## config.mk

```make
export PLATFORM = sky130hd
export DESIGN_NAME = ibtg_guard
export DESIGN_NICKNAME = d
export VERILOG_FILES = /design/src/ibtg_pkg.sv /design/src/ibtg_guard.sv /design/src/ibtg_sync.sv
export SDC_FILE = /design/constraint.sdc
export NUM_CORES = 1
export LEC_CHECK = 0
export BUFFER_PORTS_ARGS = -buffer_cell sky130_fd_sc_hd__buf_4
export CAP_MARGIN = 30
export CELL_PAD_IN_SITES_DETAIL_PLACEMENT = 1
export CELL_PAD_IN_SITES_GLOBAL_PLACEMENT = 1
export CORE_MARGIN = 10
export CORE_UTILIZATION = 30
export CTS_BUF_LIST = sky130_fd_sc_hd__clkbuf_8
export CTS_CLUSTER_DIAMETER = 80
export DETAILED_ROUTE_END_ITERATION = 6
export GPL_TIMING_DRIVEN = 0
export MAX_ROUTING_LAYER = met4
export PLACE_DENSITY_LB_ADDON = 0.1
export SYNTH_ARGS = -nofsm -noshare
export SYNTH_HDL_FRONTEND = slang
export SYNTH_SLANG_ARGS = --single-unit
```

## constraint.sdc

```tcl
create_clock -name clk -period 3.3 [get_ports clk]
set_input_delay 0.495 -clock clk [delete_from_list [all_inputs] [get_ports clk]]
set_output_delay 0.495 -clock clk [all_outputs]
set_load 0.05 [all_outputs]
```

## src/ibtg_pkg.sv

```systemverilog
package ibtg_pkg;

    // Core clock.
    localparam int unsigned CLK_HZ = 20_000_000;
    localparam int unsigned CLK_PERIOD_NS = 50;

    // Longest clock stretch after the address byte, 0.0025 ms, held here in ns.
    localparam int unsigned STRETCH_MAX_NS = 2500;
    localparam int unsigned STRETCH_CYC = (STRETCH_MAX_NS / CLK_PERIOD_NS < 1) ? 1 : STRETCH_MAX_NS / CLK_PERIOD_NS;

    // Least connection interval the host waits, 0.0250 ms, held here in ns.
    localparam int unsigned CONN_MIN_NS = 25000;
    localparam int unsigned CONN_MIN_CYC = (CONN_MIN_NS + CLK_PERIOD_NS - 1) / CLK_PERIOD_NS;

    // Inactivity timeout inside one command, in ms.
    localparam int unsigned TIMEOUT_MS = 1000;
    localparam int unsigned TIMEOUT_CYC = TIMEOUT_MS * (CLK_HZ / 1000);

    localparam int unsigned STRETCH_W = 8;
    localparam int unsigned TMO_W = 32;

    // Bit counter positions within one byte on the bus.
    localparam logic [3:0] BIT_ZERO = 4'h0;
    localparam logic [3:0] BIT_LAST_DATA = 4'h8;
    localparam logic [3:0] BIT_ACK = 4'h9;

    // Reset values.
    localparam logic [7:0] SHIFT_RST = 8'h00;
    localparam logic PIN_IDLE = 1'b1;

    typedef struct packed {
        logic scl;
        logic sda;
    } ibtg_pins_t;

    typedef enum logic [2:0] {
        IDLE,
        ADDR,
        HOLD,
        DATA,
        SKIP
    } ibtg_state_t;

endpackage

```

## src/ibtg_guard.sv

```systemverilog
// How it works
// - After our address byte we hold the clock low for a bounded stretch.
// - An inactivity timer runs between frames of one command.
// - The same timer runs between bytes inside one frame.
// - If the timer expires mid-command, a system reset is requested.
`timescale 1ns/1ns
module ibtg_guard #(
    parameter int unsigned TIMEOUT_CYCLES = ibtg_pkg::TIMEOUT_CYC
) (
    input wire logic clk, // Core clock, 20 MHz.
    input wire logic rst_n, // Synchronous reset, active low.
    input ibtg_pkg::ibtg_pins_t pin_i, // Raw clock and data pin levels.
    input wire logic [6:0] own_addr, // Our 7-bit bus address.
    input wire logic cmd_done, // Pulse from the boot logic: command finished.
    input wire logic erase_busy, // High while pages are being erased.
    output logic scl_o, // Clock pin output value.
    output logic scl_oe, // Clock pin output enable, high while stretching.
    output logic sda_o, // Data pin output value.
    output logic sda_oe, // Data pin output enable, high while acknowledging.
    output logic addressed, // High during a frame addressed to us.
    output logic rw_q, // Direction of the current frame, 1 is read.
    output logic byte_done_q, // Pulse: one byte of our frame completed.
    output logic [7:0] rx_data_q, // Last byte written to us.
    output logic rx_valid_q, // Pulse: rx_data_q holds a new written byte.
    output logic cmd_open_q, // High while a command is in progress.
    output logic sys_reset_req_q // Pulse: inactivity timeout, reset the system.
);
    import ibtg_pkg::*;

    ibtg_pins_t pin_s;
    ibtg_pins_t prev_q, prev_d;

    ibtg_state_t state_q, state_d;
    logic [3:0] bit_cnt_q, bit_cnt_d;
    logic [7:0] shift_q, shift_d;
    logic ack_q, ack_d;
    logic rw_d;
    logic [STRETCH_W-1:0] hold_cnt_q, hold_cnt_d;
    logic byte_done_d;
    logic [7:0] rx_data_d;
    logic rx_valid_d;

    logic cmd_open_d;
    logic [TMO_W-1:0] tmo_cnt_q, tmo_cnt_d;
    logic sys_reset_req_d;

    logic start_evt, stop_evt, scl_rise, scl_fall;
    logic byte_evt, expire;

    ibtg_sync u_sync (
        .clk(clk),
        .rst_n(rst_n),
        .pin_i(pin_i),
        .pin_o(pin_s)
    );

    // Bus conditions seen on the settled pin levels.
    assign start_evt = pin_s.scl && prev_q.scl && prev_q.sda && !pin_s.sda;
    assign stop_evt = pin_s.scl && prev_q.scl && !prev_q.sda && pin_s.sda;
    assign scl_rise = pin_s.scl && !prev_q.scl;
    assign scl_fall = !pin_s.scl && prev_q.scl;

    // A byte of a frame addressed to us has just completed.
    assign byte_evt = scl_fall && (bit_cnt_q == BIT_ACK) &&
                      ((state_q == DATA) || ((state_q == ADDR) && (shift_q[7:1] == own_addr)));

    // A byte arriving in the expiry cycle wins and restarts the timer.
    assign expire = cmd_open_q && !erase_busy && !byte_evt && !stop_evt &&
                    (tmo_cnt_q >= TMO_W'(TIMEOUT_CYCLES - 1));

    always_comb begin
        prev_d = pin_s;
        state_d = state_q;
        bit_cnt_d = bit_cnt_q;
        shift_d = shift_q;
        ack_d = ack_q;
        rw_d = rw_q;
        hold_cnt_d = hold_cnt_q;
        byte_done_d = 1'b0;
        rx_data_d = rx_data_q;
        rx_valid_d = 1'b0;
        if (expire) begin
            state_d = IDLE;
            ack_d = 1'b0;
            bit_cnt_d = BIT_ZERO;
        end else if (start_evt) begin
            state_d = ADDR;
            bit_cnt_d = BIT_ZERO;
            ack_d = 1'b0;
        end else if (stop_evt) begin
            state_d = IDLE;
            bit_cnt_d = BIT_ZERO;
            ack_d = 1'b0;
        end else begin
            case (state_q)
                IDLE: begin
                    bit_cnt_d = BIT_ZERO;
                end
                ADDR, DATA: begin
                    if (scl_rise && (bit_cnt_q != BIT_ACK)) begin
                        bit_cnt_d = bit_cnt_q + 4'h1;
                        if (bit_cnt_q != BIT_LAST_DATA) begin
                            shift_d = {shift_q[6:0], pin_s.sda};
                        end
                    end
                    if (scl_fall && (bit_cnt_q == BIT_LAST_DATA)) begin
                        // Acknowledge our address and every byte written to us.
                        if (state_q == ADDR) begin
                            ack_d = (shift_q[7:1] == own_addr);
                        end else begin
                            ack_d = !rw_q;
                        end
                    end
                    if (scl_fall && (bit_cnt_q == BIT_ACK)) begin
                        bit_cnt_d = BIT_ZERO;
                        ack_d = 1'b0;
                        if (state_q == ADDR) begin
                            if (shift_q[7:1] == own_addr) begin
                                rw_d = shift_q[0];
                                byte_done_d = 1'b1;
                                state_d = HOLD;
                                hold_cnt_d = STRETCH_W'(STRETCH_CYC - 1);
                            end else begin
                                state_d = SKIP;
                            end
                        end else begin
                            byte_done_d = 1'b1;
                            if (!rw_q) begin
                                rx_data_d = shift_q;
                                rx_valid_d = 1'b1;
                            end
                        end
                    end
                end
                HOLD: begin
                    // Clock held low; the host's connection wait covers this span.
                    if (hold_cnt_q == '0) begin
                        state_d = DATA;
                    end else begin
                        hold_cnt_d = hold_cnt_q - STRETCH_W'(1);
                    end
                end
                SKIP: begin
                    bit_cnt_d = BIT_ZERO;
                end
                default: begin
                    state_d = IDLE;
                end
            endcase
        end
    end

    always_ff @(posedge clk) begin
        if (!rst_n) begin
            prev_q <= '{scl: PIN_IDLE, sda: PIN_IDLE};
            state_q <= IDLE;
            bit_cnt_q <= BIT_ZERO;
            shift_q <= SHIFT_RST;
            ack_q <= 1'b0;
            rw_q <= 1'b0;
            hold_cnt_q <= '0;
            byte_done_q <= 1'b0;
            rx_data_q <= SHIFT_RST;
            rx_valid_q <= 1'b0;
        end else begin
            prev_q <= prev_d;
            state_q <= state_d;
            bit_cnt_q <= bit_cnt_d;
            shift_q <= shift_d;
            ack_q <= ack_d;
            rw_q <= rw_d;
            hold_cnt_q <= hold_cnt_d;
            byte_done_q <= byte_done_d;
            rx_data_q <= rx_data_d;
            rx_valid_q <= rx_valid_d;
        end
    end

    // Inactivity timer for the command in progress.
    always_comb begin
        cmd_open_d = cmd_open_q;
        tmo_cnt_d = tmo_cnt_q;
        sys_reset_req_d = 1'b0;
        if (byte_evt) begin
            // A byte opens or continues a command, even if a finish arrives too.
            cmd_open_d = 1'b1;
            tmo_cnt_d = '0;
        end else if (expire) begin
            cmd_open_d = 1'b0;
            tmo_cnt_d = '0;
            sys_reset_req_d = 1'b1;
        end else if (cmd_done) begin
            cmd_open_d = 1'b0;
            tmo_cnt_d = '0;
        end else if (cmd_open_q && stop_evt) begin
            tmo_cnt_d = '0;
        end else if (cmd_open_q && !erase_busy) begin
            // Gaps between frames and between bytes are both timed here.
            tmo_cnt_d = tmo_cnt_q + TMO_W'(1);
        end else if (cmd_open_q) begin
            // Page erasure is the device's own work, not a host gap.
            tmo_cnt_d = '0;
        end
    end

    always_ff @(posedge clk) begin
        if (!rst_n) begin
            cmd_open_q <= 1'b0;
            tmo_cnt_q <= '0;
            sys_reset_req_q <= 1'b0;
        end else begin
            cmd_open_q <= cmd_open_d;
            tmo_cnt_q <= tmo_cnt_d;
            sys_reset_req_q <= sys_reset_req_d;
        end
    end

    // Both pins are open drain: only a low is ever driven.
    assign scl_o = 1'b0;
    assign scl_oe = (state_q == HOLD);
    assign sda_o = 1'b0;
    assign sda_oe = ack_q;
    assign addressed = (state_q == HOLD) || (state_q == DATA);

endmodule // ibtg_guard

```

## src/ibtg_sync.sv

```systemverilog
`timescale 1ns/1ns
module ibtg_sync (
    input wire logic clk, // Core clock.
    input wire logic rst_n, // Synchronous reset, active low.
    input ibtg_pkg::ibtg_pins_t pin_i, // Raw bus pins.
    output ibtg_pkg::ibtg_pins_t pin_o // Settled pin levels.
);
    import ibtg_pkg::*;

    ibtg_pins_t s1_q, s2_q, s3_q, filt_q;
    ibtg_pins_t s1_d, s2_d, s3_d, filt_d;

    // A level is taken only once the second and third stages agree.
    always_comb begin
        s1_d = pin_i;
        s2_d = s1_q;
        s3_d = s2_q;
        filt_d = filt_q;
        if (s2_q.scl == s3_q.scl) begin
            filt_d.scl = s3_q.scl;
        end
        if (s2_q.sda == s3_q.sda) begin
            filt_d.sda = s3_q.sda;
        end
    end

    always_ff @(posedge clk) begin
        if (!rst_n) begin
            s1_q <= '{scl: PIN_IDLE, sda: PIN_IDLE};
            s2_q <= '{scl: PIN_IDLE, sda: PIN_IDLE};
            s3_q <= '{scl: PIN_IDLE, sda: PIN_IDLE};
            filt_q <= '{scl: PIN_IDLE, sda: PIN_IDLE};
        end else begin
            s1_q <= s1_d;
            s2_q <= s2_d;
            s3_q <= s3_d;
            filt_q <= filt_d;
        end
    end

    assign pin_o = filt_q;

endmodule // ibtg_sync
```

==> results of run 1 <==
## per-stage QoR
step,instances,hold slack (ns),setup slack (ns),total power [mW]
detailed placement,705,0.401,0.344,1.04
CTS,721,0.279,0.439,1.80
finish,721,0.298,0.505,1.77
floorplan,501,0.386,0.343,1.01
global route,721,0.289,0.241,1.85
global placement,705,0.393,0.363,1.04
## state kept, by name, summed over array words and instances, names as in the netlist
| name | cells |
|---|---|
| u_sync.s2_q | 2 |
| tmo_cnt_q | 32 |
| bit_cnt_q | 4 |
| rw_q | 1 |
| rx_valid_q | 1 |
| cmd_open_q | 1 |
| u_sync.s1_q | 2 |
| u_sync.s3_q | 2 |
| u_sync.pin_o | 2 |
| rx_data_q | 8 |
| hold_cnt_q | 8 |
| prev_q | 2 |
| sys_reset_req_q | 1 |
| shift_q | 8 |
| byte_done_q | 1 |
| state_q | 3 |
| sda_oe | 1 |
## cells by family after synthesis
| kind of cell | after synthesis | share of synthesized area (%) |
|---|---|---|
| flops | 79 | 39.2 |
| other cells | 1 | 0.0929 |
| buf+inv | 44 | 4.53 |
| compound gates | 134 | 20.0 |
| xor+xnor | 11 | 2.39 |
| fa+ha+maj | 6 | 1.86 |
| simple gates | 216 | 29.7 |
| mux | 9 | 2.23 |
## worst max-delay path: cells and delay by family, from the launching register on
family	cells	cell delay [ns]
AND/OR/NAND/NOR	3	0.77
AO/OA/AOI/OAI	3	0.75
flip-flops	1	0.57
buffers and inverters	2	0.58
## worst max path at each step
stage | from | end | slack, ns | depth (start not counted)
after floorplan | state_q[1] | hold_cnt_q[3] | 0.34 | 7
after global placement | erase_busy | tmo_cnt_q[30] | 0.36 | 9
after detailed placement | erase_busy | tmo_cnt_q[30] | 0.34 | 9
after CTS | cmd_open_q | tmo_cnt_q[30] | 0.44 | 8
after global routing | cmd_open_q | tmo_cnt_q[28] | 0.24 | 8
final | cmd_open_q | tmo_cnt_q[30] | 0.51 | 8
## final cells by class
cell class / instances / share of cell area, %
Multi-Input combinational cell: 378 / 48.7
Inverter: 16 / 1.29
Clock buffer: 9 / 2.65
Timing Repair Buffer: 28 / 4.50
Clock inverter: 7 / 1.58
Buffer: 28 / 2.63
Tap cell: 176 / 4.72
Sequential cell: 79 / 33.9
## report_power, final
group	internal [mW]	switching, mW
clock network	0.350	0.397
registers	0.955	0.00139
logic	0.0218	0.0426
## metal layers
layer	routed length (µm)	GRT usage, %	vias up
met4	225	5.62	0
li1	-	-	1896
met1	5800	16.9	1868
met3	202	2.47	18
met2	6220	24.3	37
met5	0	-	-
## cells in the final DEF (no fill, tap or decap), types with 4 or more instances in the layout
cell / count
a21oi_1: 47
a22oi_1: 5
a31oi_1: 7
and3_1: 5
buf_2: 6
buf_4: 30
clkbuf_1: 16
clkbuf_8: 9
dfxtp_1: 79
ha_1: 6
inv_1: 17
mux2i_1: 9
nand2_1: 28
nand2b_1: 13
nand3_1: 21
nand3b_1: 6
nand4_1: 7
nor2_1: 63
nor2b_1: 4
nor3_1: 14
nor4_1: 14
o21ai_0: 45
or3_1: 6
or3b_2: 4
or4_1: 7
xor2_1: 10
==> impl_metrics.tcl, run 1 <==
set metrics [dict create \
    status "finished clean" \
    worstRegToRegCells 8 \
    synth_ff_type "dfxtp_1" \
    static-leakage-power_nw 1.62 \
    cts-root-buf "clkbuf_8" \
    fp.dieH_um 136 \
    fin_skew_ns 0.00738 \
    cts_sinks 79 \
    portBuffers 28 \
    arrival_ns 3.05 \
    drive_above_1_share_pct 13.6 \
    io_pins 31 \
    fin_util_pct 35.4 \
    fillers 1584 \
    yosysMostFrequentCell "dfxtp_1" \
    min-delay-start "pin_i[1]" \
    vias_per_cell 5.30 \
    core_area_mm2 0.0132 \
    synth-seq-area-share_pct 39.2 \
    dieArea_mm2 0.0185 \
    whs_path_depth 2 \
    maxCapViolCount 0 \
    ys_warn_count 0 \
    fin_tns_setup_ns 0 \
    cpMaxStageDelayCell "dfxtp_1" \
    num_vias 3819 \
    cts_buffer_depth 2 \
    cpPeakStageDelay_ns 0.57 \
    grt_pass1_wl_um 20800 \
    clock_latency_ns 0.37 \
    timing.rr.start "cmd_open_q" \
    routed_wl_um 12400 \
    fin_crit_sh_pct 84.7 \
    cts_hold_buf 0 \
    yosysUniqueCellTypes 66 \
    fp-row-count 42 \
    end_kind "flop" \
    postSynthCellCount 500 \
    synth.top_cells.by_count "dfxtp_1 (79), nor2_1 (63), a21oi_1 (47)" \
    grt_max_degree 15 \
    grt_pass1_vias 3946 \
    synth_seq_cells 79 \
    synthTopCellsByArea "dfxtp_1 (39%), nor2_1 (5.9%), a21oi_1 (5.8%)" \
    r2r-end "tmo_cnt_q[30]" \
    grt_setup_unrepaired "false" \
    hold_path.class "in -> reg" \
    ir_worst_vdd_uv 199 \
    area_growth_pct 15.7 \
    worstPathCellList "nand2b_1 -> clkbuf_1 -> or2_2 -> a2111oi_2 -> o22ai_1 -> nand4_1 -> buf_2 -> a31oi_1" \
    drt_iter0_drc 188 \
    post-cts-setup-buffers 0 \
    die_x_um 136 \
    synth_top_area_cell "dfxtp_1" \
    finish.instance_area_mm2 0.00467 \
    synthesis.area_mm2 0.00404 \
    drc 0 \
    antenna_found_initial 0 \
    place_area_mm2 0.00447 \
    cts_buffers 9 \
    dr.pass1.iters 4 \
    multiInputGateArea_mm2 0.00227 \
    htreeDepth 3 \
    setup_viol 0 \
    synthArstFlopShare_pct 0 \
    clk_pin_slew_ns 0.09 \
    gp_congestion 0.832 \
    min_period_ns 2.79 \
    synth_area_per_cell_um2 8.07 \
    synth_edf_count 0 \
    slew_headroom_pct 36.1 \
    path_max_fanout 10 \
    synth_top_area_share_pct 39.2 \
    hold_viol 0 \
    hpwl_um 9210 \
    gr-total-overflow 0 \
    final_nets 559 \
    p_per_area_mw_per_mm2 379 \
    worst_pin_slew_ns 0.945 \
    max_freq_ghz 0.358 \
    worst_setup_path_start_kind "flop" \
    drv_slew 0 \
    cts_resized 0 \
    ant_nets 0 \
    reg2reg_setup_slack_ns 0.51 \
    cts_tree "built" \
    num_antenna_cells 0 \
    critPathKind "reg -> reg" \
    routedWlPerCell_um 17.3 \
    initial_core_util_pct 30.6 \
    min_to "u_sync.s1_q[1]" \
    register_area_mm2 0.00158 \
    worst_ep_required_time_ns 3.55 \
    track_usage_pct 14.5 \
]
Power figures use the tool's default switching activity.
==> run 2: changes to the inputs <==
Clock period 3.3 ns to 2.7 ns, I/O delays scaled along.
==> run 2 against run 1 <==
Effect of this change: maximum frequency increased by 12%; design area increased by 1.1%; clock power rose by 25%; worst hold slack worse by 0.093 ns; utilization grew 0.38 points; final cell count grew 0.28%; first-iteration DRC count down 1.6%; total power is 24% higher; critical endpoint is now hold_cnt_q[3]; largest cell class unchanged.
==> impl_metrics.tcl, run 2 (synthesized netlist as in run 1, its figures left out) <==
set metrics [dict create \
    status "finished clean" \
    maxCapViolCount 0 \
    routedWlPerCell_um 17.7 \
    p_per_area_mw_per_mm2 464 \
    arrival_ns 2.81 \
    initial_core_util_pct 30.6 \
    worst_setup_path_start_kind "flop" \
    worst_ep_required_time_ns 3.01 \
    grt_setup_unrepaired "false" \
    path_max_fanout 10 \
    worstRegToRegCells 6 \
    vias_per_cell 5.36 \
    antenna_found_initial 0 \
    num_antenna_cells 0 \
    end_kind "flop" \
    critPathKind "reg -> reg" \
    mostFrequentLayoutCells "dfxtp_1 (78), nor2_1 (63), a21oi_1 (47)" \
    cts_buffers 9 \
    die_x_um 136 \
    portBuffers 28 \
    grt_pass1_wl_um 21200 \
    met2WireLength_um 6230 \
    setup_viol 0 \
    gp_congestion 0.786 \
    whs_path_depth 2 \
    drc 0 \
    num_vias 3876 \
    cpPeakStageDelay_ns 0.54 \
    fp-row-count 42 \
    clock_latency_ns 0.39 \
    routed_wl_um 12800 \
    critical-path-top-delay-family "simple AND/OR/NAND/NOR gates" \
    cts_sinks 79 \
    max_freq_ghz 0.400 \
    io_pins 31 \
    finish.instance_area_mm2 0.00472 \
    core_area_mm2 0.0132 \
    top_register "tmo_cnt_q" \
    wl_met3_um 316 \
    worstSetupPathDepth 6 \
    largest_reg_flops 32 \
    cts-root-buf "clkbuf_8" \
    cts_hold_buf 0 \
    grt_pass1_vias 3972 \
    hold_viol 0 \
    place_area_mm2 0.00447 \
    holdWs_ns 0.205 \
    crit_top_cell "or4_1" \
    clk_pin_slew_ns 0.09 \
    dr.pass1.iters 6 \
    wl_met1_um 5990 \
    hpwl_um 9360 \
    min_period_ns 2.50 \
    track_usage_pct 14.8 \
    final_nets 561 \
    slew_headroom_pct 45.0 \
    cts_tree "built" \
    area_growth_pct 16.9 \
    grt_max_degree 14 \
    cpMaxStageDelayCell "or4_1" \
    fin_crit_sh_pct 92.5 \
    fin_skew_ns 0.0114 \
    drv_slew 0 \
    worstPathCellList "or4_1 -> nor4_2 -> a31oi_1 -> o22a_2 -> or4_1 -> a21oi_1" \
    gr-total-overflow 0 \
    drive_above_1_share_pct 14.8 \
    ant_nets 0 \
    hold_path.class "in -> reg" \
    fp.dieH_um 136 \
    ir_worst_vdd_uv 173 \
    dieArea_mm2 0.0185 \
    htreeDepth 3 \
    worst_pin_slew_ns 0.813 \
    static-leakage-power_nw 1.64 \
    cts_buffer_depth 2 \
    drt_iter0_drc 185 \
    crit_buf_inv 0 \
    final_common_cell "dfxtp_1" \
    highest_layer "met4" \
]
## run 2: final timing paths
kind | start | to | slack (ns)
max | tmo_cnt_q[25] | hold_cnt_q[3] | 0.20
min | pin_i[0] | u_sync.s1_q[0] | 0.21
max reg2reg | tmo_cnt_q[25] | hold_cnt_q[3] | 0.20
min reg2reg | u_sync.s1_q[0] | u_sync.s2_q[0] | 0.42
## run 2: area by class of cell
cell class	count	area (µm²)
inverters	16	60.1
multi-input cells	378	2310
fillers	1621	8470
repair buffers	30	225
clock buffers	10	138
clock inverters	6	61.3
plain buffers	28	123
well taps	176	220
flip-flops and latches	79	1580
## run 2: per-layer routing
layer	up-vias	GRT usage (%)
met5	-	-
met4	0	5.92
met3	19	2.62
met2	49	24.4
met1	1907	17.5
li1	1901	-
## run 2: stage by stage
| stage | worst slack (ns) | util (%) | total power [mW] | instances | TNS [ns] |
|---|---|---|---|---|---|
| finish | 0.202 | 35.8 | 2.19 | 723 | 0 |
| global route | 0.0226 | 35.8 | 2.28 | 723 | 0 |
| CTS | 0.0478 | 35.6 | 2.22 | 723 | 0 |
| detailed placement | -0.253 | 33.9 | 1.28 | 705 | -7.82 |
| global placement | -0.158 | 33.9 | 1.28 | 705 | -4.46 |
| floorplan | 0.0720 | - | 1.24 | 501 | 0 |
## run 2: report_power, final
| part | switching [mW] | internal [mW] |
|---|---|---|
| logic | 0.0527 | 0.0286 |
| clock network | 0.490 | 0.447 |
| registers | 0.00185 | 1.17 |
| total | 0.544 | 1.64 |
## run 2: timing repair
item,in CTS,in global routing
pin swaps,1,0
setup buffers,2,0
setup endpoints to repair,47,43
gates resized for setup,3,4
==> run 3: changes to the inputs <==
Settings changed: CORE_UTILIZATION 30 to 47.
==> run 3 against run 2 <==
Effect of this change: worst setup slack worse by 0.061 ns; largest power group unchanged; sequential power hardly changed; first-iteration DRC count is 15% lower; highest routed layer unchanged; clock-buffer cell count is 1 lower; via count is 1.6% higher; utilization is 19 points higher; clock skew is 0.0047 ns lower; non-clock buffer count is 1 lower; die area is 31% lower.
==> impl_metrics.tcl, run 3 (synthesized netlist as in run 1, its figures left out) <==
set metrics [dict create \
    status "finished clean" \
    num_antenna_cells 0 \
    place_area_mm2 0.00438 \
    routed_wl_um 12000 \
    cts_buffers 9 \
    ant_nets 0 \
    clk_pin_slew_ns 0.08 \
    dieArea_mm2 0.0127 \
    cpMaxStageDelayCell "a2111oi_2" \
    final_common_cell "dfxtp_1" \
    track_usage_pct 19.1 \
    worstPathCellList "nand2b_1 -> clkbuf_1 -> or2_2 -> a2111oi_2 -> o22ai_2 -> nand4_1 -> buf_2 -> a21oi_1" \
    arrival_ns 2.80 \
    core_area_mm2 0.00830 \
    worst_pin_slew_ns 0.665 \
    hold_viol 0 \
    num_vias 3938 \
    drv_slew 0 \
    gr-total-overflow 0 \
    htreeDepth 3 \
    p_per_area_mw_per_mm2 444 \
    cts_hold_buf 0 \
    finish.instance_area_mm2 0.00458 \
    fin_skew_ns 0.00662 \
    top_register "tmo_cnt_q" \
    cts-root-buf "clkbuf_8" \
    holdWs_ns 0.231 \
    vias_per_cell 6.05 \
    drt_iter0_drc 158 \
    grt_max_degree 14 \
    cts_sinks 79 \
    min_period_ns 2.56 \
    fin_tns_setup_ns 0 \
    place_ws_ns -0.0538 \
    fin_crit_sh_pct 94.8 \
    maxCapViolCount 0 \
    fp-row-count 33 \
    setup_slack_ns 0.141 \
    die_x_um 113 \
    area_growth_pct 13.5 \
    largest_reg_flops 32 \
    end_kind "flop" \
    slew_headroom_pct 55.2 \
    io_pins 31 \
    clock_latency_ns 0.36 \
    fp.dieH_um 113 \
    grt_pass1_vias 4004 \
    cts_tree "built" \
    drc 0 \
    static-leakage-power_nw 1.62 \
    routedWlPerCell_um 18.4 \
    drive_above_1_share_pct 14.3 \
    cts_buffer_depth 2 \
    gp_congestion 0.885 \
    path_max_fanout 10 \
    hpwl_um 8650 \
    final_nets 560 \
    antenna_found_initial 0 \
    mostFrequentLayoutCells "dfxtp_1 (78), nor2_1 (63), a21oi_1 (47)" \
    ir_worst_vdd_uv 224 \
    critPathKind "reg -> reg" \
    grt_pass1_wl_um 20000 \
    setup_viol 0 \
    worst_setup_path_start_kind "flop" \
    initial_core_util_pct 48.6 \
    fillers 1024 \
    portBuffers 28 \
    hold_path.class "in -> reg" \
    max_freq_ghz 0.391 \
    cpPeakStageDelay_ns 0.49 \
    worst_ep_required_time_ns 2.94 \
    dr.pass1.iters 4 \
]
[run 3: metrics by stage]
step	utilization (%)	std cells	power, mW
3_3_place_gp	52.8	634	1.27
6_report	55.2	651	2.04
4_1_cts	54.8	650	2.05
2_1_floorplan	-	501	1.24
5_1_grt	55.2	651	2.10
3_5_place_dp	52.8	634	1.27
[run 3: routing by layer]
| metal | share of wire [%] | global-route usage [%] | vias to the layer above | wire [µm] |
|---|---|---|---|---|
| li1 | - | - | 1899 | - |
| met1 | 50 | 25.0 | 1945 | 5930 |
| met2 | 45 | 29.3 | 78 | 5440 |
| met3 | 3.5 | 2.93 | 16 | 425 |
| met4 | 1.5 | 6.01 | 0 | 175 |
| met5 | 0 | - | - | 0 |
[run 3: path summary, 6_finish.rpt]
kind / startpoint / end / slack, ns / cells after the start
max: cmd_open_q / tmo_cnt_q[25] / 0.14 / 8
min: pin_i[1] / u_sync.s1_q[1] / 0.23 / 2
max reg2reg: cmd_open_q / tmo_cnt_q[25] / 0.14 / 8
min reg2reg: u_sync.s1_q[0] / u_sync.s2_q[0] / 0.42 / 1
[run 3: critical path: cells and delay by family (launching register included)]
family	cells	cell delay (ns)
AOI/OAI and AO/OA	3	0.77
and+or+nand+nor	3	0.71
buffers and inverters	2	0.51
DFF	1	0.45
[run 3: power by group]
group          total, mW  internal, mW  switching (mW)
combinational     0.0774        0.0274          0.0499
clock              0.789         0.327           0.461
sequential          1.17          1.17         0.00180
total               2.04          1.52           0.513
[run 3: cell type report]
type | instances | area [µm²] | share of cell area (%)
plain buffers | 28 | 128 | 2.79
clock buffers | 9 | 124 | 2.70
clock inverters | 7 | 42.5 | 0.929
inverters | 16 | 60.1 | 1.31
multi-input cells | 378 | 2290 | 50.1
flip-flops and latches | 79 | 1580 | 34.6
well taps | 105 | 131 | 2.87
repair buffers | 29 | 218 | 4.75
[run 3: what timing repair did]
action                                  in CTS  in global routing
resized for setup                            1                  6
endpoints found under the hold margin        0                  0
pin swaps                                    0                  1
buffers inserted                             0                  1
endpoints found under the setup margin      16                 37
